**config.mk**
```make
export PLATFORM = sky130hd
export DESIGN_NAME = dami_exec
export DESIGN_NICKNAME = d
export VERILOG_FILES = /design/src/dami_pkg.sv /design/src/dami_decode.sv /design/src/dami_exec.sv
export SDC_FILE = /design/constraint.sdc
export NUM_CORES = 1
export LEC_CHECK = 0
export BUFFER_PORTS_ARGS = -buffer_cell sky130_fd_sc_hd__buf_4
export CAP_MARGIN = 20
export CORE_AREA = 2 2 120 122
export DETAILED_ROUTE_END_ITERATION = 6
export DIE_AREA = 0 0 122 124
export PLACE_DENSITY = 0.62
export SLEW_MARGIN = 10
export SYNTH_ARGS = -nofsm -noshare
export SYNTH_HDL_FRONTEND = slang
export SYNTH_SLANG_ARGS = --single-unit
```
**constraint.sdc**
```tcl
create_clock -name clk_sys -period 2.7 [get_ports clk_sys]
set_input_delay 0.27 -clock clk_sys [delete_from_list [all_inputs] [get_ports clk_sys]]
set_output_delay 0.27 -clock clk_sys [all_outputs]
set_load 0.1 [all_outputs]
```
**src/dami_pkg.sv**
```systemverilog
package dami_pkg;

    localparam logic [7:0] DAMI_BYTE_RESET = 8'h00;
    localparam logic [1:0] DAMI_LEN_TWO    = 2'h2;
    localparam logic [1:0] DAMI_LEN_THREE  = 2'h3;
    localparam logic [1:0] DAMI_LEN_RESET  = 2'h0;
    localparam logic       DAMI_SPACE_RAM  = 1'b0;
    localparam logic       DAMI_SPACE_REG  = 1'b1;
    localparam logic [7:0] DAMI_PTR_STEP   = 8'h01;

    localparam logic [7:0] DAMI_OPC_ARITH_LAST = 8'h37;
    localparam logic [7:0] DAMI_OPC_CMP_DIR    = 8'h3c;
    localparam logic [7:0] DAMI_OPC_CMP_IDX    = 8'h3d;
    localparam logic [7:0] DAMI_OPC_MVI_SRC    = 8'h3e;
    localparam logic [7:0] DAMI_OPC_MVI_DST    = 8'h3f;
    localparam logic [7:0] DAMI_OPC_REG_LOGIC0 = 8'h41;
    localparam logic [7:0] DAMI_OPC_REG_LOGIC5 = 8'h46;
    localparam logic [7:0] DAMI_OPC_MOV_MM     = 8'h5f;
    localparam logic [7:0] DAMI_OPC_MOV_REG0   = 8'h60;
    localparam logic [7:0] DAMI_OPC_MOV_REG3   = 8'h63;

    typedef enum logic [3:0] {
        DAMI_ADD = 4'h0,
        DAMI_ADC = 4'h1,
        DAMI_SUB = 4'h2,
        DAMI_SBB = 4'h3,
        DAMI_AND = 4'h4,
        DAMI_OR  = 4'h5,
        DAMI_XOR = 4'h6,
        DAMI_CMP = 4'h7,
        DAMI_MOV = 4'h8
    } dami_op_t;

    typedef enum logic [2:0] {
        DAMI_M_DIR_A   = 3'h0,
        DAMI_M_IDX_A   = 3'h1,
        DAMI_M_DIR_IMM = 3'h2,
        DAMI_M_IDX_IMM = 3'h3,
        DAMI_M_MOV_MM  = 3'h4,
        DAMI_M_MVI_SRC = 3'h5,
        DAMI_M_MVI_DST = 3'h6
    } dami_mode_t;

    typedef enum logic [6:0] {
        DAMI_S_IDLE = 7'h01,
        DAMI_S_RD1  = 7'h02,
        DAMI_S_GET1 = 7'h04,
        DAMI_S_RD2  = 7'h08,
        DAMI_S_GET2 = 7'h10,
        DAMI_S_WR   = 7'h20,
        DAMI_S_WRP  = 7'h40
    } dami_state_t;

endpackage : dami_pkg

```
**src/dami_decode.sv**
```systemverilog
`timescale 1ns/10ps
module dami_decode
    import dami_pkg::*;
(
    input  wire logic [7:0] opcode,
    output dami_mode_t      mode,
    output dami_op_t        op,
    output logic            space,
    output logic [1:0]      len,
    output logic            valid
);
    wire logic       is_arith = (opcode <= DAMI_OPC_ARITH_LAST) && opcode[2];
    wire logic       is_cmp   = (opcode == DAMI_OPC_CMP_DIR) || (opcode == DAMI_OPC_CMP_IDX);
    wire logic       is_rlog  = (opcode >= DAMI_OPC_REG_LOGIC0) && (opcode <= DAMI_OPC_REG_LOGIC5);
    wire logic       is_rmov  = (opcode >= DAMI_OPC_MOV_REG0) && (opcode <= DAMI_OPC_MOV_REG3);
    wire logic [7:0] rlog_idx = opcode - DAMI_OPC_REG_LOGIC0;

    always_comb begin
        mode  = DAMI_M_DIR_A;
        op    = DAMI_MOV;
        space = DAMI_SPACE_RAM;
        len   = DAMI_LEN_TWO;
        valid = 1'b1;
        if (is_arith || is_cmp || is_rmov) begin
            // Compare exists only with an immediate source, direct or indexed
            mode  = is_cmp ? (opcode[0] ? DAMI_M_IDX_IMM : DAMI_M_DIR_IMM) : dami_mode_t'({1'b0, opcode[1:0]});
            op    = is_rmov ? DAMI_MOV : dami_op_t'({1'b0, opcode[5:3]});
            space = is_rmov ? DAMI_SPACE_REG : DAMI_SPACE_RAM;
            len   = (opcode[1] || is_cmp) ? DAMI_LEN_THREE : DAMI_LEN_TWO;
        end else if (is_rlog) begin
            mode  = opcode[0] ? DAMI_M_DIR_IMM : DAMI_M_IDX_IMM;
            op    = dami_op_t'(4'(DAMI_AND) + {2'h0, rlog_idx[2:1]});
            space = DAMI_SPACE_REG;
            len   = DAMI_LEN_THREE;
        end else if (opcode == DAMI_OPC_MOV_MM) begin
            mode  = DAMI_M_MOV_MM;
            len   = DAMI_LEN_THREE;
        end else if (opcode == DAMI_OPC_MVI_SRC) begin
            mode  = DAMI_M_MVI_SRC;
        end else if (opcode == DAMI_OPC_MVI_DST) begin
            mode  = DAMI_M_MVI_DST;
        end else begin
            valid = 1'b0;
        end
    end

endmodule : dami_decode

```
**src/dami_exec.sv**
```systemverilog
`timescale 1ns/10ps
module dami_exec
    import dami_pkg::*;
(
    input  wire logic       clk_sys,
    input  wire logic       reset,
    input  wire logic       start,
    input  wire logic [7:0] opcode,
    input  wire logic [7:0] operand1,
    input  wire logic [7:0] operand2,
    input  wire logic [7:0] index_x,
    input  wire logic [7:0] accum,
    input  wire logic       carry_in,
    input  wire logic [7:0] mem_rdata,
    output logic            mem_rd,
    output logic            mem_wr,
    output logic            mem_space,
    output logic [7:0]      mem_addr,
    output logic [7:0]      mem_wdata,
    output logic            acc_we,
    output logic [7:0]      acc_wdata,
    output logic            flag_we,
    output logic            flag_c_upd,
    output logic            flag_c,
    output logic            flag_z,
    output logic [1:0]      inst_len,
    output logic            illegal,
    output logic            busy,
    output logic            done
);
    // Wraps inside the 256-byte space instead of carrying out
    function automatic logic [7:0] dami_ea(input logic [7:0] base, input logic [7:0] idx, input logic use_idx);
        dami_ea = use_idx ? 8'(base + idx) : base;
    endfunction : dami_ea

    // Returns {carry, result}; subtraction carry is the borrow
    function automatic logic [8:0] dami_alu(input dami_op_t op, input logic [7:0] dst, input logic [7:0] src,
                                            input logic c);
        logic [8:0] r;
        r = {1'b0, src};
        case (op)
            DAMI_ADD: r = {1'b0, dst} + {1'b0, src};
            DAMI_ADC: r = {1'b0, dst} + {1'b0, src} + {8'h00, c};
            DAMI_SUB: r = {1'b0, dst} - {1'b0, src};
            DAMI_SBB: r = {1'b0, dst} - {1'b0, src} - {8'h00, c};
            DAMI_AND: r = {1'b0, dst & src};
            DAMI_OR:  r = {1'b0, dst | src};
            DAMI_XOR: r = {1'b0, dst ^ src};
            DAMI_CMP: r = {1'b0, dst} - {1'b0, src};
            default:  r = {1'b0, src};
        endcase
        dami_alu = r;
    endfunction : dami_alu

    dami_mode_t  dec_mode;
    dami_op_t    dec_op;
    logic        dec_space;
    logic [1:0]  dec_len;
    logic        dec_valid;

    dami_decode u_decode (
        .opcode (opcode),
        .mode   (dec_mode),
        .op     (dec_op),
        .space  (dec_space),
        .len    (dec_len),
        .valid  (dec_valid)
    );

    dami_state_t state, next_state;
    dami_mode_t  mode, next_mode;
    dami_op_t    op, next_op;
    logic [7:0]  dst_addr, next_dst_addr;
    logic [7:0]  src_val, next_src_val;
    logic [7:0]  ptr, next_ptr;
    logic        carry_lat, next_carry_lat;
    logic        next_mem_rd, next_mem_wr, next_mem_space;
    logic [7:0]  next_mem_addr, next_mem_wdata, next_acc_wdata;
    logic        next_acc_we, next_flag_we, next_flag_c_upd, next_flag_c, next_flag_z;
    logic [1:0]  next_inst_len;
    logic        next_illegal, next_done;

    // Indexed modes add the index register, direct ones use operand one as is
    wire logic       dec_indexed = (dec_mode == DAMI_M_IDX_A) || (dec_mode == DAMI_M_IDX_IMM);
    wire logic [7:0] dec_ea      = dami_ea(operand1, index_x, dec_indexed);
    wire logic       dec_imm     = (dec_mode == DAMI_M_DIR_IMM) || (dec_mode == DAMI_M_IDX_IMM);
    wire logic [7:0] dec_src     = dec_imm ? operand2 : accum;
    wire logic [8:0] alu_out     = dami_alu(op, mem_rdata, src_val, carry_lat);
    wire logic [7:0] ptr_inc     = dami_ea(ptr, DAMI_PTR_STEP, 1'b1);
    wire logic       op_arith    = (op == DAMI_ADD) || (op == DAMI_ADC) || (op == DAMI_SUB) ||
                                   (op == DAMI_SBB) || (op == DAMI_CMP);

    always_comb begin
        next_state      = state;
        next_mode       = mode;
        next_op         = op;
        next_dst_addr   = dst_addr;
        next_src_val    = src_val;
        next_ptr        = ptr;
        next_carry_lat  = carry_lat;
        next_mem_rd     = 1'b0;
        next_mem_wr     = 1'b0;
        next_mem_space  = mem_space;
        next_mem_addr   = mem_addr;
        next_mem_wdata  = mem_wdata;
        next_acc_we     = 1'b0;
        next_acc_wdata  = acc_wdata;
        next_flag_we    = 1'b0;
        next_flag_c_upd = flag_c_upd;
        next_flag_c     = flag_c;
        next_flag_z     = flag_z;
        next_inst_len   = inst_len;
        next_illegal    = 1'b0;
        next_done       = 1'b0;
        case (state)
            DAMI_S_IDLE: begin
                if (start && !dec_valid) begin
                    next_illegal = 1'b1;
                end else if (start) begin
                    next_inst_len  = dec_len;
                    next_mode      = dec_mode;
                    next_op        = dec_op;
                    next_src_val   = dec_src;
                    next_carry_lat = carry_in;
                    next_dst_addr  = (dec_mode == DAMI_M_MVI_SRC || dec_mode == DAMI_M_MVI_DST ||
                                      dec_mode == DAMI_M_MOV_MM) ? operand1 : dec_ea;
                    next_mem_space = dec_space;
                    if (dec_mode == DAMI_M_MVI_SRC || dec_mode == DAMI_M_MVI_DST) begin
                        next_mem_addr  = operand1;
                        next_mem_space = DAMI_SPACE_RAM;
                        next_mem_rd    = 1'b1;
                        next_state     = DAMI_S_RD1;
                    end else if (dec_mode == DAMI_M_MOV_MM) begin
                        next_mem_addr  = operand2;
                        next_mem_space = DAMI_SPACE_RAM;
                        next_mem_rd    = 1'b1;
                        next_state     = DAMI_S_RD1;
                    end else if (dec_op == DAMI_MOV) begin
                        // A plain move needs no read of the old destination
                        next_mem_addr  = dec_ea;
                        next_mem_wdata = dec_src;
                        next_mem_wr    = 1'b1;
                        next_state     = DAMI_S_WR;
                    end else begin
                        next_mem_addr  = dec_ea;
                        next_mem_rd    = 1'b1;
                        next_state     = DAMI_S_RD1;
                    end
                end
            end
            DAMI_S_RD1: begin
                next_state = DAMI_S_GET1;
            end
            DAMI_S_GET1: begin
                case (mode)
                    DAMI_M_MVI_SRC: begin
                        next_ptr      = mem_rdata;
                        next_mem_addr = mem_rdata;
                        next_mem_rd   = 1'b1;
                        next_state    = DAMI_S_RD2;
                    end
                    DAMI_M_MVI_DST: begin
                        next_ptr       = mem_rdata;
                        next_mem_addr  = mem_rdata;
                        next_mem_wdata = src_val;
                        next_mem_wr    = 1'b1;
                        next_state     = DAMI_S_WR;
                    end
                    DAMI_M_MOV_MM: begin
                        next_mem_addr  = dst_addr;
                        next_mem_wdata = mem_rdata;
                        next_mem_wr    = 1'b1;
                        next_state     = DAMI_S_WR;
                    end
                    default: begin
                        next_flag_we    = 1'b1;
                        next_flag_c_upd = op_arith;
                        next_flag_c     = op_arith ? alu_out[8] : flag_c;
                        next_flag_z     = (alu_out[7:0] == 8'h00);
                        if (op == DAMI_CMP) begin
                            // Compare only sets flags; the location is not rewritten
                            next_done  = 1'b1;
                            next_state = DAMI_S_IDLE;
                        end else begin
                            next_mem_addr  = dst_addr;
                            next_mem_wdata = alu_out[7:0];
                            next_mem_wr    = 1'b1;
                            next_state     = DAMI_S_WR;
                        end
                    end
                endcase
            end
            DAMI_S_RD2: begin
                next_state = DAMI_S_GET2;
            end
            DAMI_S_GET2: begin
                next_acc_we     = 1'b1;
                next_acc_wdata  = mem_rdata;
                next_flag_we    = 1'b1;
                next_flag_c_upd = 1'b0;
                next_flag_z     = (mem_rdata == 8'h00);
                next_mem_addr   = dst_addr;
                next_mem_wdata  = ptr_inc;
                next_mem_wr     = 1'b1;
                next_state      = DAMI_S_WRP;
            end
            DAMI_S_WR: begin
                if (mode == DAMI_M_MVI_DST) begin
                    // Pointer goes back only after the data store
                    next_mem_addr  = dst_addr;
                    next_mem_wdata = ptr_inc;
                    next_mem_wr    = 1'b1;
                    next_state     = DAMI_S_WRP;
                end else begin
                    next_done  = 1'b1;
                    next_state = DAMI_S_IDLE;
                end
            end
            DAMI_S_WRP: begin
                next_done  = 1'b1;
                next_state = DAMI_S_IDLE;
            end
            default: begin
                next_state = DAMI_S_IDLE;
            end
        endcase
    end

    always_ff @(posedge clk_sys) begin
        if (reset) begin
            state      <= DAMI_S_IDLE;
            mode       <= DAMI_M_DIR_A;
            op         <= DAMI_MOV;
            dst_addr   <= DAMI_BYTE_RESET;
            src_val    <= DAMI_BYTE_RESET;
            ptr        <= DAMI_BYTE_RESET;
            carry_lat  <= 1'b0;
            mem_rd     <= 1'b0;
            mem_wr     <= 1'b0;
            mem_space  <= DAMI_SPACE_RAM;
            mem_addr   <= DAMI_BYTE_RESET;
            mem_wdata  <= DAMI_BYTE_RESET;
            acc_we     <= 1'b0;
            acc_wdata  <= DAMI_BYTE_RESET;
            flag_we    <= 1'b0;
            flag_c_upd <= 1'b0;
            flag_c     <= 1'b0;
            flag_z     <= 1'b0;
            inst_len   <= DAMI_LEN_RESET;
            illegal    <= 1'b0;
            busy       <= 1'b0;
            done       <= 1'b0;
        end else begin
            state      <= next_state;
            mode       <= next_mode;
            op         <= next_op;
            dst_addr   <= next_dst_addr;
            src_val    <= next_src_val;
            ptr        <= next_ptr;
            carry_lat  <= next_carry_lat;
            mem_rd     <= next_mem_rd;
            mem_wr     <= next_mem_wr;
            mem_space  <= next_mem_space;
            mem_addr   <= next_mem_addr;
            mem_wdata  <= next_mem_wdata;
            acc_we     <= next_acc_we;
            acc_wdata  <= next_acc_wdata;
            flag_we    <= next_flag_we;
            flag_c_upd <= next_flag_c_upd;
            flag_c     <= next_flag_c;
            flag_z     <= next_flag_z;
            inst_len   <= next_inst_len;
            illegal    <= next_illegal;
            busy       <= (next_state != DAMI_S_IDLE);
            done       <= next_done;
        end
    end

endmodule : dami_exec

```
After elaboration in Yosys (flattened, before gate mapping)
Cells that the tools add are included.
W data, S select, Z words.
{"block": "classes", "mul": 0, "magnitude_cmp": 5, "bitwise_logic": 6, "n_div": 0, "n_mux": 83, "n_eq_ne": 40, "n_reduce_logical": 33, "shifts": 0, "addsub": 8}
{"op": "$mux W8", "n": 16}
{"op": "$pmux W8 S4", "n": 2}
{"op": "$pmux W9 S7", "n": 1}
{"op": "$pmux W7 S6", "n": 1}
{"op": "$mux W1", "n": 35}
{"op": "$eq A8 B6 Y1 const B", "n": 4}
{"op": "$mux W6", "n": 4}
{"op": "$pmux W8 S3", "n": 1}
{"op": "$mux W7", "n": 3}
{"op": "$eq A3 B3 Y1 const B", "n": 6}
{"op": "$mux W3", "n": 6}
{"op": "$eq A4 B3 Y1 const B", "n": 4}
{"op": "$ge A8 B7 Y1 const B", "n": 2}
{"op": "$le A8 B7 Y1 const B", "n": 2}
{"op": "$logic_not A8 Y1", "n": 2}
{"op": "$ne A2 B2 Y1 const B", "n": 8}
{"op": "$pmux W8 S2", "n": 1}
{"op": "$logic_or A1 B1 Y1", "n": 12}
{"op": "$mux W4", "n": 3}
{"op": "$pmux W6 S2", "n": 1}
{"op": "$pmux W1 S2", "n": 5}
{"op": "$add A8 B8 Y9", "n": 1}
{"op": "$add A9 B1 Y9", "n": 1}
{"op": "$reduce_and A9 Y1", "n": 1}
{"op": "other kinds (39)", "n": 53}
{"block": "word_totals", "latch_bits": 0, "regBits": 76, "mem_bits_ro": 0, "out_inout_bits": 37, "inputBits": 52, "elab_cells": 197, "ram_bits": 0, "memories": 0}

Depth between registers and ports, before layout
Gate-level depths: netlist of the first run.
{"block": "logic_depth", "depth_word": 15, "depth_mapped": 15, "ltp_nobuf": 15}

Cells and area by module
A second synthesis of the first run with hierarchy kept.
{"block": "hier_totals", "cells_unflattened": 821, "hier_area_um2": 6309.8}
{"mod": "dami_exec", "instances": 1, "cells_per_inst": 776, "seq_area_each_um2": 1521.5, "area_per_inst_um2": 5959.5}
{"mod": "dami_decode", "instances": 1, "cells_per_inst": 45, "seq_area_each_um2": 0.0, "area_per_inst_um2": 350.3}

Least setup slack after synthesis of the first run
Ideal clock, no wire load.
{"block": "synth_path", "kind": "register to register", "startpoint": "reg src_val[0]", "endpoint": "reg flag_z", "required_time_ns": 2.584, "n_path_buf": 0, "setup_time_ns": 0.116, "synth_period_minus_slack_ns": 2.789, "setup_slack_ns": -0.089, "t_arrival_ns": 2.673, "stages_incl_launch_ff": 13, "cell_sequence": "dfxtp_1 ha_1 inv_1 fa_1 nor2b_1 o21a_1 a2111oi_1 xor2_1 nand2_1 o2111a_1 o22ai_1 nor3_1 a41o_1"}
{"block": "synth_between", "elab_chain_cells": 6, "elab_cells_between_ends": 11, "cone_classes": "4 x add/sub; 3 x mux; 3 x bitwise; 1 x reduce/logical"}
{"element": "from (decl)", "line_no": "dami_exec.sv:74", "text": "logic [7:0] src_val, next_src_val;"}
{"element": "from (signal assigned)", "line_no": "dami_exec.sv:258", "text": "src_val <= next_src_val;"}
{"element": "$sub A8 B8 Y9 or $add A8 B8 Y9 (tied branches)"}
{"element": "$sub A9 B1 Y9 or $add A9 B1 Y9 (tied branches)", "line_no": "dami_exec.sv:45, dami_exec.sv:43"}
{"element": "$pmux W9 S7 (*)", "line_no": "dami_exec.sv:41", "text": "case (op)"}
{"element": "$logic_not A8 Y1 (*)", "line_no": "dami_exec.sv:179", "text": "next_flag_z = (alu_out[7:0] == 8'h00);"}
{"element": "$mux W1 (*)", "line_no": "dami_exec.sv:155", "text": "case (mode)"}
{"element": "$pmux W1 S2 (*)", "line_no": "dami_exec.sv:115", "text": "case (state)"}
{"element": "to (signal assigned)", "line_no": "dami_exec.sv:271", "text": "flag_z <= next_flag_z;"}
{"element": "to (decl)", "line_no": "dami_exec.sv:25", "text": "output logic flag_z,"}
Every way passes the cells marked *; elsewhere a longest branch is shown, timed or not. The select of a mux whose other input is x is not followed.
A chain may end at the register's enable or synchronous reset.

Worst setup path in the final report of the first run
Same ends and word-level chain as after synthesis.

==> results of run 1 <==
==> flip-flops by register name, summed over array words and instances (netlist names) <==
name,count
mem_wdata,8
op,4
mem_rd,1
src_val,8
flag_z,1
ptr,8
state,7
acc_wdata,8
mem_wr,1
flag_c,1
mem_space,1
busy,1
carry_lat,1
illegal,1
done,1
inst_len,2
mem_addr,8
flag_c_upd,1
mode,3
acc_we,1
flag_we,1
dst_addr,8
==> worst min-delay path by stage <==
stage	from	endpoint	slack, ns	cells past startpoint
3_5_place_dp	acc_wdata[0]	acc_wdata[0]	0.45	2
3_3_place_gp	acc_wdata[3]	acc_wdata[3]	0.45	2
5_1_grt	carry_in	carry_lat	0.17	3
2_1_floorplan	mem_rdata[0]	acc_wdata[0]	0.41	2
4_1_cts	carry_in	carry_lat	0.17	3
6_report	carry_in	carry_lat	0.17	3
==> power by group <==
part	total [mW]	leakage (nW)	internal, mW	switching [mW]
clock	1.32	0.155	0.834	0.488
combinational	1.09	2.69	0.490	0.598
sequential	1.18	0.616	1.15	0.0284
total	3.59	3.46	2.47	1.11
==> area by class of cell <==
cell class	instances	area, um2	area share, %
well taps	180	225	2.67
flip-flops and latches	76	1530	18.1
clock inverters	5	85.1	1.01
multi-input cells	611	4480	53.2
repair buffers	225	1730	20.5
clock buffers	10	239	2.84
inverters	37	139	1.65
==> cells by family after synthesis <==
kind of cell | synth area share (%)
AO/OA/AOI/OAI | 25.8
XOR/XNOR | 5.38
adder cells (fa/ha/maj) | 9.94
buffers and inverters | 5.80
flip-flops | 25.9
multiplexers | 3.58
AND/OR/NAND/NOR | 23.6
==> repair_timing <==
item	4_1_cts	5_1_grt
gates cloned	0	0
pin swaps	26	32
buffers inserted	1	5
resized for setup	45	48
endpoints found under the setup margin	9	9
==> worst max-delay path, delay by kind of cell (launching register included) <==
kind                       cells  cell delay [ns]
AOI/OAI and AO/OA              5             1.09
DFF                            1             0.39
xor gates and xnor gates       1             0.15
and+or+nand+nor                2             0.45
adders and majority gates      2             0.53
buffers and inverters          1             0.04
==> synth_stat cells, types with 5 or more instances <==
library cell / count / area [um2]
a221oi_1: 8 / 70.1
ha_1: 41 / 513
xnor2_1: 18 / 158
xor2_1: 18 / 158
dfxtp_1: 76 / 1520
a211oi_1: 32 / 240
o21a_1: 6 / 45.0
nand2b_1: 12 / 75.1
nand2_1: 81 / 304
o221ai_1: 6 / 52.6
buf_1: 5 / 18.8
o22ai_1: 15 / 93.8
nor3_1: 23 / 115
nor4_1: 6 / 37.5
o21ai_0: 25 / 125
a21oi_1: 59 / 295
mux2i_1: 21 / 210
or2_2: 6 / 37.5
nand3_1: 21 / 105
clkbuf_1: 33 / 124
inv_1: 35 / 131
o21bai_1: 6 / 45.0
a21o_1: 5 / 37.5
nor3b_1: 7 / 52.6
or3_1: 5 / 31.3
buf_2: 8 / 40.0
a32o_1: 8 / 80.1
nor2_1: 86 / 323
o21ai_1: 6 / 30.0
nor2b_1: 14 / 87.6
==> stage by stage <==
| stage | hold WS, ns | cell area [um2] |
|---|---|---|
| 5_1_grt | 0.174 | 8420 |
| 2_1_floorplan | 0.406 | 5890 |
| 4_1_cts | 0.170 | 8130 |
| 3_5_place_dp | 0.455 | 7590 |
| 6_report | 0.167 | 8420 |
| 3_3_place_gp | 0.446 | 7590 |
==> cell usage in the layout (no fill, tap or decap), drive strengths merged, types with 3 or more instances in the layout <==
cell and count:
o21ai 31, nor3b 7, nor2b 14, nand2 81, a21o 6, mux2i 21, a32o 8, nor4 7
inv 36, a22oi 4, o221ai 6, nand3 21, a311oi 3, o22ai 15, a221oi 8, clkinv 3
nand4 3, or2 7, dfxtp 76, o211ai 4, ha 41, or3 5, xnor2 18, fa 3
nand3b 4, a211oi 32, xor2 18, o31a 4, and3 4, buf 225, o211a 4, and4b 3
o21a 6, nor3 23, nand2b 12, o21bai 6, a21oi 59, a211o 4, nor2 86, clkbuf 10
==> routing by layer <==
layer	vias up	wire length [um]	track usage (%)
li1	3151	-	-
met3	44	1490	4.35
met5	-	0	0
met1	3134	9100	36.5
met2	268	11000	52.8
met4	0	700	11.0
==> impl_metrics.ini, run 1 <==
[status]
outcome = complete, but fails checks
violations = setup timing

[route]
vias_per_cell = 5.77
drt_wl_total_mm = 22.3
drt-wirelength-per-cell_um = 19.5
drcViolationCount = 0
drtIter0Drc = 391
detail-route-antenna-nets = 0
via_count = 6597
drt_pass1_iterations = 6

[timing]
skew_ns = 0.00819
setup_viol = 3
fin_crit_sh_pct = 102
rsz0062_at_grt = yes
hold_violations = 0
maxSlewViolCount = 0
fin_tns_setup_ns = -0.100
max_freq_ghz = 0.364
fin_crit_ns = 2.75
slew_headroom_pct = 48.6
worst_pin_slew_ns = 0.770
worst_slack_ns = -0.0503

[power]
ir_drop_uv = 375
powerDensity_nw_per_um2 = 426
power_mw = 3.59
leakagePower_nw = 3.46

[cells_and_area]
final_cells = 1144
antennaDiodeCount = 0
drive_above_1_share_pct = 33.4
area_growth_pct = 43.6
fill_cells = 1304
layout.nets = 1056
final_util_pct = 61.4

[die]
fp-row-count = 43
dieWidth_um = 122
dieArea_um2 = 15100
core_um2 = 13700
initial_core_util_pct = 42.7
fp.dieH_um = 124
ioPinCount = 89

[yosys]
synth_cells = 772
netlist_area_um2 = 5860
synth.net_count = 868
yosys_most_used_dff = dfxtp_1
synth_seq_cells = 76
yosysWarnings = 0
yosysUniqueCellTypes = 73
avgSynthCellArea_um2 = 7.60
synth_edf_count = 0
async_flop_share_pct = 0
seq_area_frac_synth_pct = 25.9

[worst_setup_path]
reg2reg_from = src_val[0]
rr_endpoint = flag_z
critical_path_class = register to register
slowest_stage = dfxtp_4
path_cells = ha_4 > inv_2 > fa_2 > nor2b_4 > o221ai_2 > a211o_1 > nor4_4 > xor2_1 > o41ai_2 > o22ai_2 > a41o_1
worstPathMaxFanout = 3
crit_start = src_val[0]
required_ns = 2.93
startpoint_type = register
cp-endpoint = flag_z
rrSetupSlack_ns = -0.05
worst_r2r_path_depth = 11
cp_data_arrival_time_ns = 2.98
endpoint_kind = register
slowest_delay_ns = 0.39

[grt]
grt_pass1_wl_mm = 34.1
antenna_found_initial = 0
grt_max_degree = 71
grt_pass1_vias = 6393
grt_overflow = 0
grt_usage_pct = 29.7

[placement]
routabilityCongestion = 0.983
port-buffer-count = 88
dpl.cell_count = 1124
place_hpwl_mm = 17.5
pre_cts_ws_ns = -0.361

[clock_network]
cts_hold_buf = 0
clkTransAtPathRegs_ns = 0.06
cts_sinks = 76
insertion_delay_ns = 0.34
htreeDepth = 3
cts.path.max_buffers = 2
cts_buffers = 9
clock-root-buffer = clkbuf_16
cts_tree = yes

[min_path]
hp-class = input pin to register

[run]
drv_cap = 0
(Power assumes the default switching activity.)
==> run 2: changes to the inputs <==
- TNS_END_PERCENT: unset -> 50
==> run 2 against run 1 <==
Clock power barely moved. Sequential power barely moved. Largest power group unchanged. The run still ends with setup timing left. Via count fell by 0.79%. Worst hold slack improved by 0.0026 ns.
==> impl_metrics.ini, run 2 (synthesis gave the netlist of run 1 again) <==
[status]
outcome = complete, but fails checks
violations = setup timing

[power]
internal_power_mw = 2.46
p_sw_share_pct = 30.7
p_switching_mw = 1.09
clock_power_share_pct = 37.1
leakagePower_nw = 3.42
powerDensity_nw_per_um2 = 427
power_mw = 3.55
ir_drop_uv = 373
pwr-share-comb_pct = 29.6
seqPwrFrac_pct = 33.2

[die]
fp-row-count = 43
fp.dieH_um = 124
dieArea_um2 = 15100
initial_core_util_pct = 42.7
core_um2 = 13700
dieWidth_um = 122
ioPinCount = 89

[worst_setup_path]
cp_data_arrival_time_ns = 2.99
reg2reg_from = src_val[0]
critical_path_class = register to register
slowest_delay_ns = 0.39
required_ns = 2.93
path_cells = ha_4 > inv_2 > fa_2 > buf_6 > xnor2_2 > buf_4 > and3_4 > nand3_2 > nor4_4 > xor2_1 > o41ai_2 > o22ai_2 > a41o_1
rr_endpoint = flag_z
rrSetupSlack_ns = -0.06
worst_r2r_path_depth = 13
crit_buf_inv = 3
endpoint_kind = register
critical_path.top_delay_family = compound AO/OA/AOI/OAI gates
slowest_stage = dfxtp_4
worstPathMaxFanout = 3
startpoint_type = register

[min_path]
hold_path_depth = 3
min-delay-start = carry_in
hp-class = input pin to register
holdPathEnd = carry_lat

[cells_and_area]
layout.cells.most_common = buf_4
area_growth_pct = 41.6
layout.nets = 1055
multiInputGateArea_um2 = 4380
layout_common_cells = buf_4, nor2_1, nand2_1
final_area_um2 = 8300
drive_above_1_share_pct = 32.5
final_util_pct = 60.5
final-seq-area_um2 = 1530
antennaDiodeCount = 0
fill_cells = 1321

[grt]
grt_pass1_vias = 6293
antenna_found_initial = 0
grt_usage_pct = 29.4
grt_overflow = 0
grt_max_degree = 71
grt_pass1_wl_mm = 33.8

[route]
drcViolationCount = 0
drtIter0Drc = 411
vias_per_cell = 5.73
via_count = 6545
detail-route-antenna-nets = 0
drt_wl_total_mm = 22.1
drt-wirelength-per-cell_um = 19.4
drt_pass1_iterations = 6

[timing]
hold_violations = 0
rsz0062_at_grt = yes
slew_headroom_pct = 49.7
worst_slack_ns = -0.0605
setup_viol = 4
fin_crit_ns = 2.76
fin_tns_setup_ns = -0.0956
worst_pin_slew_ns = 0.755
skew_ns = 0.00951
maxSlewViolCount = 0
max_freq_ghz = 0.362
fin_crit_sh_pct = 102

[clock_network]
cts_sinks = 76
clock-root-buffer = clkbuf_16
insertion_delay_ns = 0.34
htreeDepth = 3
cts_buffers = 9
clkTransAtPathRegs_ns = 0.06
cts_hold_buf = 0
cts.path.max_buffers = 2
cts_tree = yes

[run]
drv_cap = 0

[placement]
pre_cts_ws_ns = -0.361
port-buffer-count = 88
dpl-instance-area_um2 = 7590
routabilityCongestion = 0.983
place_hpwl_mm = 17.5
[run 2: cell types whose count changed in the layout (fill, tap and decap cells not counted), moves of 2 or more]
cell,before,now
buf_6,3,1
xnor2_1,14,16
nand2_1,79,81
xnor2_4,2,0
nand2_2,2,0
[run 2: cell type report]
cell class	count	share of cell area, %
clock buffer	10	2.88
clock inverter	5	1.02
inverter	37	1.67
multi-input combinational	611	52.7
sequential	76	18.4
tap	180	2.71
timing repair buffer	224	20.6
[run 2: metal layers]
layer	vias to the layer above	track usage (%)	share of wire, %
li1	3153	-	-
met1	3119	36.5	42
met2	233	52.2	49
met3	40	4.17	5.8
met4	0	9.99	2.9
met5	-	0	0
[run 2: tightest hold or removal path: cells and delay by family]
kind / cells / cell delay [ns]
multiplexers: 1 / 0.05
buffers and inverters: 1 / 0.08
AND/OR/NAND/NOR: 1 / 0.07
[run 2: power groups by stage]
stage | sequential, mW | combinational (mW) | clock, mW
finish | 1.18 | 1.05 | 1.32
global route | 1.18 | 1.13 | 1.38
CTS | 1.18 | 0.983 | 1.33
detailed placement | 1.20 | 0.942 | 0
global placement | 1.20 | 0.935 | 0
floorplan | 1.26 | 0.457 | 0
[run 2: worst max-delay path by stage]
stage,start,slack (ns),depth (start not counted),endpoint
2_1_floorplan,src_val[0],0.04,12,mem_wdata[4]
3_3_place_gp,mem_rdata[2],-0.33,13,mem_wdata[5]
3_5_place_dp,mem_rdata[2],-0.36,13,mem_wdata[5]
4_1_cts,src_val[0],-0.06,13,flag_z
5_1_grt,src_val[0],-0.19,14,flag_z
6_report,src_val[0],-0.06,13,flag_z
[run 2: repair_timing]
item / CTS / global route
setup endpoints to repair: 9 / 9
gates resized for setup: 35 / 41
setup buffers: 1 / 4
pin swaps: 18 / 23
[run 2: through the flow]
step	hold WS (ns)	instances
final	0.170	1143
after global routing	0.174	1143
after CTS	0.170	1139
after floorplan	0.406	772
after detailed placement	0.455	1124
after global placement	0.446	1124
==> run 3: changes to the inputs <==
- CORE_AREA: 2 2 120 122 -> 2 2 109 111
- CTS_CLUSTER_SIZE: unset -> 12
- DIE_AREA: 0 0 122 124 -> 0 0 111 113
- PLACE_DENSITY: 0.62 -> 0.73
==> run 3 against run 2 <==
The flow still finishes with violations (setup timing). First-iteration DRC count is 50% higher. Worst setup slack worse by 0.052 ns. Global-route usage is 3.1 points higher. Maximum frequency is 1.8% lower. Clock power is 9% lower. Die area is 17% lower. Sequential share of layout area is 0.48 points higher. Combinational power hardly changed. Critical path depth is 1 lower. Sequential cell count stayed put. Non-clock buffer count is 8 lower. Largest power group unchanged.
==> impl_metrics.ini, run 3 (synthesis gave the netlist of run 1 again) <==
[timing]
max_freq_ghz = 0.356
fin_crit_ns = 2.81
setup_viol = 6
slew_headroom_pct = 58.6
hold_ws_ns = 0.181
worst_slack_ns = -0.112
rsz0062_at_grt = yes
fin_crit_sh_pct = 104
worst_pin_slew_ns = 0.619
hold_violations = 0
maxSlewViolCount = 0
fin_tns_setup_ns = -0.373
skew_ns = 0.0104

[worst_setup_path]
rrSetupSlack_ns = -0.11
critical_path.top_delay_family = compound AO/OA/AOI/OAI gates
cp_data_arrival_time_ns = 3.09
reg2reg_from = src_val[1]
required_ns = 2.98
slowest_delay_ns = 0.37
worst_r2r_path_depth = 12
slowest_stage = o32a_1
crit_start = src_val[1]
cp-endpoint = flag_z
worstPathMaxFanout = 4
path_cells = buf_4 > ha_1 > a211oi_2 > buf_4 > o21ai_0 > nor2b_1 > buf_4 > a221oi_1 > o21ai_0 > o32a_1 > nor3_1 > a41o_1
endpoint_kind = register
cp.depth = 12
rr_endpoint = flag_z
critical_path_class = register to register
startpoint_type = register
cpMostUsedCell = buf_4
crit_buf_inv = 3

[status]
outcome = complete, but fails checks
violations = setup timing

[grt]
antenna_found_initial = 1
grt_max_degree = 53
grt_pass1_vias = 6525
grt_usage_pct = 32.5
grt_overflow = 0
grt_pass1_wl_mm = 33.1

[route]
via_count = 6613
drt_pass1_iterations = 5
vias_per_cell = 6.02
drt-wirelength-per-cell_um = 18.7
drt_wl_total_mm = 20.5
drtIter0Drc = 618
detail-route-antenna-nets = 0
drcViolationCount = 0

[power]
power_mw = 3.40
leakagePower_nw = 3.36
ir_drop_uv = 308
powerDensity_nw_per_um2 = 420

[clock_network]
htreeDepth = 3
cts_buffers = 9
clkTransAtPathRegs_ns = 0.06
cts.path.max_buffers = 2
cts_tree = yes
insertion_delay_ns = 0.34
cts_sinks = 76
cts_hold_buf = 0
clock-root-buffer = clkbuf_16

[cells_and_area]
drive_above_1_share_pct = 31.0
fill_cells = 901
antennaDiodeCount = 0
area_growth_pct = 38.2
layout.nets = 1047
layout.cells.most_common = buf_4
final_area_um2 = 8110
layout_common_cells = buf_4, nor2_1, nand2_1

[die]
dieArea_um2 = 12500
fp-row-count = 39
initial_core_util_pct = 52.0
fp.dieH_um = 113
core_um2 = 11300
dieWidth_um = 111
ioPinCount = 89

[placement]
pre_cts_ws_ns = -0.312
dpl-instance-area_um2 = 7420
routabilityCongestion = 1.03
place_hpwl_mm = 15.8
port-buffer-count = 88

[min_path]
min-delay-start = carry_in
hp-class = input pin to register

[run]
drv_cap = 0
## run 3: cell type report
| type | count | area (um2) | share of cell area (%) |
|---|---|---|---|
| Clock inverter | 6 | 63.8 | 0.787 |
| Tap cell | 143 | 179 | 2.21 |
| Inverter | 37 | 141 | 1.74 |
| Multi-Input combinational cell | 611 | 4340 | 53.5 |
| Sequential cell | 76 | 1530 | 18.9 |
| Clock buffer | 10 | 229 | 2.82 |
| Timing Repair Buffer | 216 | 1630 | 20.1 |
## run 3: worst min path at each step
stage	endpoint	slack, ns	depth (start not counted)
after global routing	carry_lat	0.19	3
after CTS	carry_lat	0.17	3
final	carry_lat	0.18	3
after global placement	acc_wdata[6]	0.44	2
after detailed placement	acc_wdata[2]	0.45	2
after floorplan	acc_wdata[0]	0.41	2
## run 3: tightest hold or removal path: stages
cell     delay [ns]
buf_4          0.08
mux2i_1        0.06
nor2_1         0.08
## run 3: metal layers
metal | global-route usage (%) | vias up | wire [um]
met3 | 5.84 | 63 | 1720
met4 | 15.4 | 0 | 931
met1 | 40.2 | 3064 | 8220
met5 | 0 | - | 0
li1 | - | 3136 | -
met2 | 55.3 | 350 | 9650
## run 3: metrics by stage
stage	instances	utilization (%)
2_1_floorplan	772	-
3_3_place_gp	1074	65.9
3_5_place_dp	1074	65.9
4_1_cts	1095	70.7
5_1_grt	1099	71.9
6_report	1099	71.9
## run 3: repair_timing
action	CTS	global route
pin swaps	13	21
setup buffers	5	4
setup endpoints to repair	9	9
resized for setup	40	25
## run 3: power by group
part | switching, mW | total (mW) | leakage (nW) | internal, mW
clock network | 0.484 | 1.20 | 0.139 | 0.716
registers | 0.0281 | 1.18 | 0.617 | 1.15
logic | 0.562 | 1.02 | 2.61 | 0.460
